--- src/pkg/scp_defs.svh ---
// scp_defs.svh: offsets, field positions, reset values and timing counts
// for the system-clock control block.
// assumes a 32-bit register port with byte addresses, one aligned word per register.
`ifndef SCP_DEFS_SVH
`define SCP_DEFS_SVH

// register offsets (byte addresses, one aligned word each)
`define SCP_OFS_CTRL 8'h00
`define SCP_OFS_FB_INT 8'h04
`define SCP_OFS_FRAC_TOP 8'h08
`define SCP_OFS_FRAC_BOT 8'h0C
`define SCP_OFS_STATUS 8'h10
`define SCP_OFS_IRQ_STAT 8'h14
`define SCP_OFS_IRQ_CLR 8'h18
`define SCP_OFS_IRQ_EN 8'h1C

// control register fields
`define SCP_CTRL_MODE_LSB 0
`define SCP_CTRL_INDIV_LSB 2
`define SCP_CTRL_RATE_LSB 5

// loop operating select codes
`define SCP_MODE_BYPASS 2'h0
`define SCP_MODE_NORMAL 2'h1
`define SCP_MODE_RATE_MATCH 2'h2

// predivider codes
`define SCP_INDIV_DIV16 3'h4

// feedback divider widths: 7 integer, 5 + 8 fractional
`define SCP_FB_INT_W 7
`define SCP_FRAC_TOP_W 5
`define SCP_FRAC_BOT_W 8

// reset values
`define SCP_CTRL_RST 9'h000
`define SCP_FB_INT_RST 7'h00
`define SCP_FRAC_TOP_RST 5'h00
`define SCP_FRAC_BOT_RST 8'h00
`define SCP_IRQ_EN_RST 4'h0

// interrupt bit positions
`define SCP_IRQ_MCLK_CHG 0
`define SCP_IRQ_LOCK 1
`define SCP_IRQ_UNLOCK 2
`define SCP_IRQ_SWITCHED 3
`define SCP_IRQ_W 4

// clock rate and dead time between deselect and select of a source
`define SCP_CLK_MHZ 25
`define SCP_DEAD_NS 200
`define SCP_DEAD_CYC ((`SCP_DEAD_NS * `SCP_CLK_MHZ + 999) / 1000)

`endif

--- src/pkg/scp_pkg.sv ---
// scp_pkg.sv: types shared by the system-clock control block.
// assumes scp_defs.svh for all numeric constants.
package scp_pkg;

  // source of the internal system clock
  typedef enum logic [1:0] {
    SCP_SRC_MCLK,
    SCP_SRC_PLL,
    SCP_SRC_OSC
  } scp_src_t;

  // source switch sequencer
  typedef enum logic [1:0] {
    SCP_ST_STABLE,
    SCP_ST_BREAK,
    SCP_ST_MAKE
  } scp_state_t;

  // software configuration carried as one bundle
  typedef struct packed {
    logic [3:0] rate_code;
    logic [2:0] indiv;
    logic [1:0] mode;
  } scp_cfg_t;

  // clock mux selects, one-hot, all low while switching
  typedef struct packed {
    logic osc;
    logic pll;
    logic mclk;
  } scp_sel_t;

  // feedback divider: integer then fractional high and low parts
  typedef struct packed {
    logic [6:0] int_part;
    logic [4:0] frac_top;
    logic [7:0] frac_bot;
  } scp_fb_t;

endpackage : scp_pkg

--- src/logic/scp_clock_ctrl.sv ---
// scp_clock_ctrl.sv: digital control around the system-clock generator.
// assumes analog mclk detector and pll lock flags arrive asynchronously,
// the active mode flag comes from logic on sys_clk, and the clock mux
// obeys the one-hot selects it is given.
//
// Function
// - mode 00 bypasses pll, uses master clock
// - rate code chooses 12.288 or 11.2896 MHz
// - no master clock: oscillator, analog only
// - mode 01 enables pll, switch after lock
// - predivider codes give divide 1 to 16
// - vco equals reference times divider, eight times
// - divider: seven integer, thirteen fraction bits
// - device applies the programmed feedback divider
// - detector bit 0 marks mclk as input
// - mode 10 enables word-clock rate matching
// - oscillator runs active without mclk, stops standby
//
// Chosen here: the plain strobed port and the register addresses.
`timescale 1ns/10ps
`include "scp_defs.svh"

module scp_clock_ctrl (
  input wire logic sys_clk, // 25 MHz system clock
  input wire logic resetn, // async reset, active low
  input wire logic [7:0] reg_addr, // register byte address
  input wire logic [31:0] reg_wdata, // register write data
  input wire logic reg_wr, // write strobe
  input wire logic reg_rd, // read strobe
  output logic [31:0] reg_rdata, // read data, cycle after strobe
  input wire logic mclk_det_in, // analog detector, mclk above 1 MHz
  input wire logic pll_lock_in, // analog pll phase lock flag
  input wire logic active_mode, // codec active, low in standby
  output scp_pkg::scp_sel_t clk_sel, // one-hot system clock mux select
  output logic pll_en, // pll power enable
  output logic srm_en, // rate-matching enable
  output logic pll_rst, // one-cycle pll restart pulse
  output logic refosc_en, // reference oscillator enable
  output logic digital_ok, // digital audio paths usable
  output logic [2:0] indiv_code, // predivider code to the pll
  output logic [4:0] indiv_ratio, // predivider ratio n
  output scp_pkg::scp_fb_t fb_div, // feedback divider to the pll
  output logic need_12m288, // target clock is 12.288 MHz
  output logic irq // level interrupt
);
  import scp_pkg::*;

  ////////////////////////////////////////////////////////////////////////
  // functions

  // sample rate family: high for the 48 kHz family
  function automatic logic fam_48k(input logic [3:0] code);
    logic r;
    r = 1'b0;
    unique case (code)
      4'h1, 4'h3, 4'h5, 4'h7, 4'h9, 4'hB, 4'hF: r = 1'b1;
      default: r = 1'b0;
    endcase
    return r;
  endfunction : fam_48k

  // code is one of the documented sample rates
  function automatic logic rate_valid(input logic [3:0] code);
    logic r;
    r = 1'b0;
    unique case (code)
      4'h2, 4'h6, 4'hA, 4'hE: r = 1'b1;
      default: r = fam_48k(code);
    endcase
    return r;
  endfunction : rate_valid

  // predivider ratio; codes above divide-by-16 clamp to it
  function automatic logic [4:0] div_of(input logic [2:0] code);
    logic [2:0] c;
    c = (code > `SCP_INDIV_DIV16) ? `SCP_INDIV_DIV16 : code;
    return 5'h01 << c;
  endfunction : div_of

  ////////////////////////////////////////////////////////////////////////
  // input synchronisers

  // two stages for each asynchronous flag; first stage read only here
  logic mdet_s1_r, mdet_s2_r; // mclk detect chain
  logic lock_s1_r, lock_s2_r; // pll lock chain

  always_ff @(posedge sys_clk or negedge resetn) begin
    if (!resetn) begin
      mdet_s1_r <= 1'b0;
      mdet_s2_r <= 1'b0;
      lock_s1_r <= 1'b0;
      lock_s2_r <= 1'b0;
    end else begin
      mdet_s1_r <= mclk_det_in;
      mdet_s2_r <= mdet_s1_r;
      lock_s1_r <= pll_lock_in;
      lock_s2_r <= lock_s1_r;
    end
  end

  // previous synchronised values for edge events
  logic mdet_d_r; // delayed mclk detect
  logic lock_d_r; // delayed lock

  always_ff @(posedge sys_clk or negedge resetn) begin
    if (!resetn) begin
      mdet_d_r <= 1'b0;
      lock_d_r <= 1'b0;
    end else begin
      mdet_d_r <= mdet_s2_r;
      lock_d_r <= lock_s2_r;
    end
  end

  ////////////////////////////////////////////////////////////////////////
  // register file

  scp_cfg_t cfg_r; // mode, predivider, rate code
  scp_fb_t fb_r; // feedback divider
  logic [`SCP_IRQ_W-1:0] irq_stat_r; // sticky events
  logic [`SCP_IRQ_W-1:0] irq_en_r; // interrupt enables
  logic [31:0] rdata_r; // read data register
  logic pll_rst_r; // pll restart pulse
  logic refosc_en_r; // oscillator enable, also shown in status

  // address decode
  wire wr_ctrl = reg_wr && (reg_addr == `SCP_OFS_CTRL);
  wire wr_int = reg_wr && (reg_addr == `SCP_OFS_FB_INT);
  wire wr_ftop = reg_wr && (reg_addr == `SCP_OFS_FRAC_TOP);
  wire wr_fbot = reg_wr && (reg_addr == `SCP_OFS_FRAC_BOT);
  wire wr_clr = reg_wr && (reg_addr == `SCP_OFS_IRQ_CLR);
  wire wr_en = reg_wr && (reg_addr == `SCP_OFS_IRQ_EN);

  // configuration writes; the divider fields are stored as written
  always_ff @(posedge sys_clk or negedge resetn) begin
    if (!resetn) begin
      cfg_r <= `SCP_CTRL_RST;
      fb_r.int_part <= `SCP_FB_INT_RST;
      fb_r.frac_top <= `SCP_FRAC_TOP_RST;
      fb_r.frac_bot <= `SCP_FRAC_BOT_RST;
      irq_en_r <= `SCP_IRQ_EN_RST;
    end else begin
      if (wr_ctrl) cfg_r <= reg_wdata[8:0];
      if (wr_int) fb_r.int_part <= reg_wdata[`SCP_FB_INT_W-1:0];
      if (wr_ftop) fb_r.frac_top <= reg_wdata[`SCP_FRAC_TOP_W-1:0];
      if (wr_fbot) fb_r.frac_bot <= reg_wdata[`SCP_FRAC_BOT_W-1:0];
      if (wr_en) irq_en_r <= reg_wdata[`SCP_IRQ_W-1:0];
    end
  end

  // rewriting the integer part restarts the loop so it relocks cleanly
  always_ff @(posedge sys_clk or negedge resetn) begin
    if (!resetn) pll_rst_r <= 1'b0;
    else pll_rst_r <= wr_int;
  end

  ////////////////////////////////////////////////////////////////////////
  // source selection

  // mode decode
  wire mode_bypass = (cfg_r.mode == `SCP_MODE_BYPASS);
  wire mode_normal = (cfg_r.mode == `SCP_MODE_NORMAL);
  wire mode_srm = (cfg_r.mode == `SCP_MODE_RATE_MATCH);
  // reserved code 11 behaves as bypass: safest, no loop running
  wire loop_on = mode_normal || mode_srm;
  wire mclk_ok = mdet_s2_r;

  // wanted source: oscillator if no mclk, pll only once locked
  scp_src_t want_src;
  assign want_src = !mclk_ok ? SCP_SRC_OSC :
                    (loop_on && lock_s2_r) ? SCP_SRC_PLL :
                    SCP_SRC_MCLK;

  // select vector for a source
  scp_sel_t want_sel;
  assign want_sel.mclk = (want_src == SCP_SRC_MCLK);
  assign want_sel.pll = (want_src == SCP_SRC_PLL);
  assign want_sel.osc = (want_src == SCP_SRC_OSC);

  ////////////////////////////////////////////////////////////////////////
  // break-before-make switch sequencer

  scp_state_t state_r, state_nxt; // sequencer state
  scp_src_t cur_src_r, cur_src_nxt; // source now driving sysclk
  scp_sel_t sel_r, sel_nxt; // mux select register
  logic [7:0] dead_r, dead_nxt; // dead-time counter
  logic switched; // source change completed

  // all selects drop for the dead time so the mux never sees two
  // clocks at once and no output phase is cut short
  always_comb begin
    state_nxt = state_r;
    cur_src_nxt = cur_src_r;
    sel_nxt = sel_r;
    dead_nxt = dead_r;
    switched = 1'b0;
    unique case (state_r)
      SCP_ST_STABLE: begin
        if (want_src != cur_src_r) begin
          sel_nxt = '0;
          dead_nxt = 8'(`SCP_DEAD_CYC);
          state_nxt = SCP_ST_BREAK;
        end
      end
      SCP_ST_BREAK: begin
        if (dead_r > 8'h01) begin
          dead_nxt = dead_r - 8'h01;
        end else begin
          cur_src_nxt = want_src; // latest wish at the end of the gap
          state_nxt = SCP_ST_MAKE;
        end
      end
      SCP_ST_MAKE: begin
        sel_nxt = want_sel;
        cur_src_nxt = want_src;
        switched = 1'b1;
        state_nxt = SCP_ST_STABLE;
      end
    endcase
  end

  // sequencer registers; reset starts on the oscillator selection path
  always_ff @(posedge sys_clk or negedge resetn) begin
    if (!resetn) begin
      state_r <= SCP_ST_MAKE;
      cur_src_r <= SCP_SRC_OSC;
      sel_r <= '0;
      dead_r <= 8'h00;
    end else begin
      state_r <= state_nxt;
      cur_src_r <= cur_src_nxt;
      sel_r <= sel_nxt;
      dead_r <= dead_nxt;
    end
  end

  ////////////////////////////////////////////////////////////////////////
  // interrupts

  // event vector; set wins over a clear in the same cycle
  wire [`SCP_IRQ_W-1:0] ev = {switched,
                              lock_d_r && !lock_s2_r,
                              !lock_d_r && lock_s2_r,
                              mdet_d_r != mdet_s2_r};
  wire [`SCP_IRQ_W-1:0] clr = wr_clr ? reg_wdata[`SCP_IRQ_W-1:0] : '0;
  logic irq_r; // interrupt output register

  always_ff @(posedge sys_clk or negedge resetn) begin
    if (!resetn) begin
      irq_stat_r <= '0;
      irq_r <= 1'b0;
    end else begin
      irq_stat_r <= (irq_stat_r & ~clr) | ev;
      irq_r <= |(((irq_stat_r & ~clr) | ev) & irq_en_r);
    end
  end

  ////////////////////////////////////////////////////////////////////////
  // read path

  wire [31:0] status_w = {24'h0,
                          rate_valid(cfg_r.rate_code),
                          fam_48k(cfg_r.rate_code),
                          state_r != SCP_ST_STABLE,
                          cur_src_r,
                          refosc_en_r,
                          lock_s2_r,
                          mclk_ok};

  // read mux; unmapped and write-only addresses read zero
  logic [31:0] rd_mux;
  always_comb begin
    rd_mux = 32'h0000_0000;
    unique case (reg_addr)
      `SCP_OFS_CTRL: rd_mux = {23'h0, cfg_r};
      `SCP_OFS_FB_INT: rd_mux = {25'h0, fb_r.int_part};
      `SCP_OFS_FRAC_TOP: rd_mux = {27'h0, fb_r.frac_top};
      `SCP_OFS_FRAC_BOT: rd_mux = {24'h0, fb_r.frac_bot};
      `SCP_OFS_STATUS: rd_mux = status_w;
      `SCP_OFS_IRQ_STAT: rd_mux = {28'h0, irq_stat_r};
      `SCP_OFS_IRQ_EN: rd_mux = {28'h0, irq_en_r};
      default: rd_mux = 32'h0000_0000;
    endcase
  end

  // read data stands only in the cycle after the strobe
  always_ff @(posedge sys_clk or negedge resetn) begin
    if (!resetn) rdata_r <= 32'h0000_0000;
    else rdata_r <= reg_rd ? rd_mux : 32'h0000_0000;
  end

  ////////////////////////////////////////////////////////////////////////
  // analog-facing controls

  logic pll_en_r; // pll enable
  logic srm_en_r; // rate matching enable
  logic digok_r; // digital paths usable
  logic [2:0] indiv_r; // predivider code
  logic [4:0] ratio_r; // predivider ratio
  scp_fb_t fbo_r; // applied feedback divider
  logic need12_r; // target frequency family

  // the loop multiplies the reference by fb_div and the vco sits at
  // eight times the target; software computes fb_div, hardware applies it
  always_ff @(posedge sys_clk or negedge resetn) begin
    if (!resetn) begin
      pll_en_r <= 1'b0;
      srm_en_r <= 1'b0;
      refosc_en_r <= 1'b0;
      digok_r <= 1'b0;
      indiv_r <= 3'h0;
      ratio_r <= 5'h01;
      fbo_r <= '0;
      need12_r <= 1'b0;
    end else begin
      pll_en_r <= loop_on && !mode_bypass;
      srm_en_r <= mode_srm;
      refosc_en_r <= active_mode && !mclk_ok;
      digok_r <= (cur_src_r != SCP_SRC_OSC) && (state_r == SCP_ST_STABLE);
      indiv_r <= cfg_r.indiv;
      ratio_r <= div_of(cfg_r.indiv);
      fbo_r <= fb_r;
      need12_r <= fam_48k(cfg_r.rate_code);
    end
  end

  ////////////////////////////////////////////////////////////////////////
  // outputs, all from flip-flops

  assign reg_rdata = rdata_r;
  assign clk_sel = sel_r;
  assign pll_en = pll_en_r;
  assign srm_en = srm_en_r;
  assign pll_rst = pll_rst_r;
  assign refosc_en = refosc_en_r;
  assign digital_ok = digok_r;
  assign indiv_code = indiv_r;
  assign indiv_ratio = ratio_r;
  assign fb_div = fbo_r;
  assign need_12m288 = need12_r;
  assign irq = irq_r;

endmodule : scp_clock_ctrl

--- config.mk ---
export PLATFORM = sky130hd
export DESIGN_NAME = scp_clock_ctrl
export DESIGN_NICKNAME = d
export VERILOG_FILES = /design/src/pkg/scp_pkg.sv /design/src/logic/scp_clock_ctrl.sv
export VERILOG_INCLUDE_DIRS = /design/src /design/src/pkg
export SDC_FILE = /design/constraint.sdc
export NUM_CORES = 1
export LEC_CHECK = 0
export ABC_AREA = 0
export BUFFER_PORTS_ARGS = -buffer_cell sky130_fd_sc_hd__buf_2
export CAP_MARGIN = 15
export CORE_AREA = 2 2 74 129
export DETAILED_ROUTE_END_ITERATION = 8
export DIE_AREA = 0 0 76 131
export GPL_TIMING_DRIVEN = 0
export HOLD_SLACK_MARGIN = 0.02
export PLACE_DENSITY = 0.75
export RECOVER_POWER = 100
export SETUP_SLACK_MARGIN = 0.1
export SLEW_MARGIN = 5
export SYNTH_ARGS = -nofsm -noshare
export SYNTH_HDL_FRONTEND = slang
export SYNTH_SLANG_ARGS = --single-unit
--- constraint.sdc ---
create_clock -name sys_clk -period 4.9 [get_ports sys_clk]
set_clock_uncertainty 0.05 [all_clocks]
set_input_delay 0.245 -clock sys_clk [delete_from_list [all_inputs] [get_ports sys_clk]]
set_output_delay 0.245 -clock sys_clk [all_outputs]
set_load 0.005 [all_outputs]
==> flow_summary.json <==
{
  "outcome": "complete, but fails checks",
  "violations": "capacitance limit, slew limit",
  "end_kind": "register",
  "cts_tree": "yes",
  "drc": 0,
  "synth.cell_area_um2": 4380,
  "reg2reg_depth": 7,
  "synthAdderAreaFrac": 0.0171,
  "grt_use_met1": 0.211,
  "stdcell_area_um2": 5240,
  "vias_per_cell": 5.20,
  "ys_seq_area_frac": 0.583,
  "synth-seq-cells": 102,
  "path_class": "in2reg",
  "min_path_type": "in2reg",
  "cts_buffer_depth": 2,
  "synth-async-reset-ratio": 1.00,
  "grt_pass1_vias": 3023,
  "synth_cells": 347,
  "synth_edf_count": 0,
  "wire_per_inst_um": 15.8,
  "synth_top_area_frac": 0.565,
  "fin_crit_sh": 0.543,
  "crit_arrival_ps": 2830,
  "grt_pass1_wl_um": 14900,
  "slew_viol_final": 40,
  "syn_area_per_cell_um2": 12.6,
  "overflow": 0,
  "worstSetupStartpointType": "input port",
  "holdBufCountCts": 3,
  "gr-usage-all-layers": 0.197,
  "diodes": 0,
  "hold_viol": 0,
  "p_per_area_nw_per_um2": 426,
  "grt_util_met2": 0.361,
  "fin_hold_ws_ps": 90.6,
  "dpl.hpwl_um": 6930,
  "portBuffers": 68,
  "num_rows": 46,
  "yosysUniqueCellTypes": 59,
  "final_cell_mix": "dfrtp_1, buf_2, mux2_1",
  "maxCapViolCount": 1,
  "gp_congestion": 0.861,
  "fmax_mhz": 376,
  "drt_iter0_drc": 198,
  "synth_top_family_by_area": "simple AND/OR/NAND/NOR gates",
  "busiest_layer": "met2",
  "synthXorXnorAreaFrac": 0.00771,
  "yosysWarningCount": 0,
  "cts.clk_slew.worst_paths_ps": 70,
  "yosys-top-cells-area": "dfrtp_1, mux2_1, buf_4, dfstp_2, ha_1",
  "synthFlopType": "dfrtp_1",
  "post_cts_resized": 0,
  "dpl_cell_area_um2": 4990,
  "worst_pin_slew_ps": 2160,
  "yosys.area_share.simple": 0.132,
  "rsz0062_at_grt": "no",
  "yosysTopAreaCell": "dfrtp_1",
  "nets": 505,
  "dr_total_vias": 2998,
  "grt_max_degree": 64,
  "cts_setup_buffers": 0,
  "fin_crit_ps": 2660,
  "final_common_cell": "dfrtp_1",
  "cts_buffers": 9,
  "slew_headroom": -0.440,
  "die_x_um": 76,
  "peakVddDrop_uv": 272,
  "cts-root-buf": "clkbuf_16",
  "core_area_um2": 8920,
  "die-area_um2": 9960,
  "syn2layout_area_growth_pct": 19.5,
  "fin_tns_setup_ps": 0,
  "htree_levels": 3,
  "drt_wl_total_um": 9140,
  "setup_viol": 0,
  "critPathRequiredTime_ps": 5070,
  "dr.pass1.iters": 4,
  "initial_core_util": 0.491,
  "power.leakage_nw": 2.60,
  "ant_nets": 0,
  "cp_max_fo": 10,
  "die_height_um": 131,
  "synth.area.mux_share": 0.119,
  "synth-compound-area-share": 0.0811,
  "clk_latency_ps": 350,
  "grt_use_met3": 0.0309,
  "final_layout_size_suffix_gt1_frac": 0.219,
  "clock-sinks": 102,
  "min_path_cells": 2,
  "ioPinCount": 117,
  "antenna_found_initial": 0
}
[path summary, 6_finish.rpt]
kind                              startpoint        end  slack, ps
min in group asynchronous             resetn    pll_rst       1030
worst min register to register     mdet_s1_r    mclk_ok        300
max in group asynchronous             resetn    fb_r[9]       2540
worst min-delay path            reg_wdata[8]   cfg_r[8]         90
worst max-delay path             reg_addr[7]   cfg_r[1]       2240
worst max register to register      cfg_r[0]  dead_r[7]       2420
[per-layer routing]
metal / wire, um / vias to the layer above
met2: 5130 / 92
li1: - / 1401
met3: 356 / 28
met1: 3270 / 1477
met4: 386 / 0
met5: 0 / -
[metrics by stage]
| stage | instances | total power [mW] | utilization | worst slack (ps) |
|---|---|---|---|---|
| floorplan | 369 | 1.34 | - | 2890 |
| global placement | 557 | 1.47 | 0.556 | 2550 |
| detailed placement | 558 | 1.50 | 0.559 | 2670 |
| finish | 577 | 2.23 | 0.587 | 2240 |
| CTS | 577 | 2.27 | 0.599 | 2660 |
| global route | 577 | 2.35 | 0.587 | 2040 |
[state kept, by name, indices dropped and copies added, names as in the netlist, 2 cells and up]
register     count
cfg_r            9
fb_div          20
indiv_ratio      5
cur_src_r        2
irq_en_r         4
clk_sel          3
state_r          2
fb_r            20
indiv_code       3
reg_rdata        9
dead_r           8
irq_stat_r       4
[power breakdown]
group | switching (mW) | internal (mW)
Clock | 0.306 | 0.465
Combinational | 0.268 | 0.189
Sequential | 0.0646 | 0.939
Total | 0.638 | 1.59
[worst max-delay path, stage by stage]
cell	delay, ps
buf_2	110
nor4b_1	1010
nand2b_1	270
nor2_1	810
mux2_1	380
[synth_stat cells (5+ instances only)]
cell type and count:
nand3_1 12, a21oi_1 9, clkbuf_1 6, inv_1 10
nand2_1 17, ha_1 6, mux2_1 32, o21ai_0 9
nor2_1 16, a22oi_1 5, nand4_1 6, mux2i_1 5
buf_4 23, nand2b_1 5, dfrtp_1 99
[cell type report]
cell class	count	area, um^2
fillers	753	3680
well taps	120	150
repair buffers	72	369
clock buffers	10	239
multi-input cells	222	1580
plain buffers	33	211
clock inverters	6	91.3
inverters	12	45.0
flip-flops and latches	102	2560
[kinds of logic after synthesis]
kind of cell    Yosys count
flops                   102
simple gates             96
compound gates           50
buf+inv                  45
mux                      44
fa+ha+maj                 6
xor+xnor                  3
other cells               1
Power figures use the tool's default switching activity.
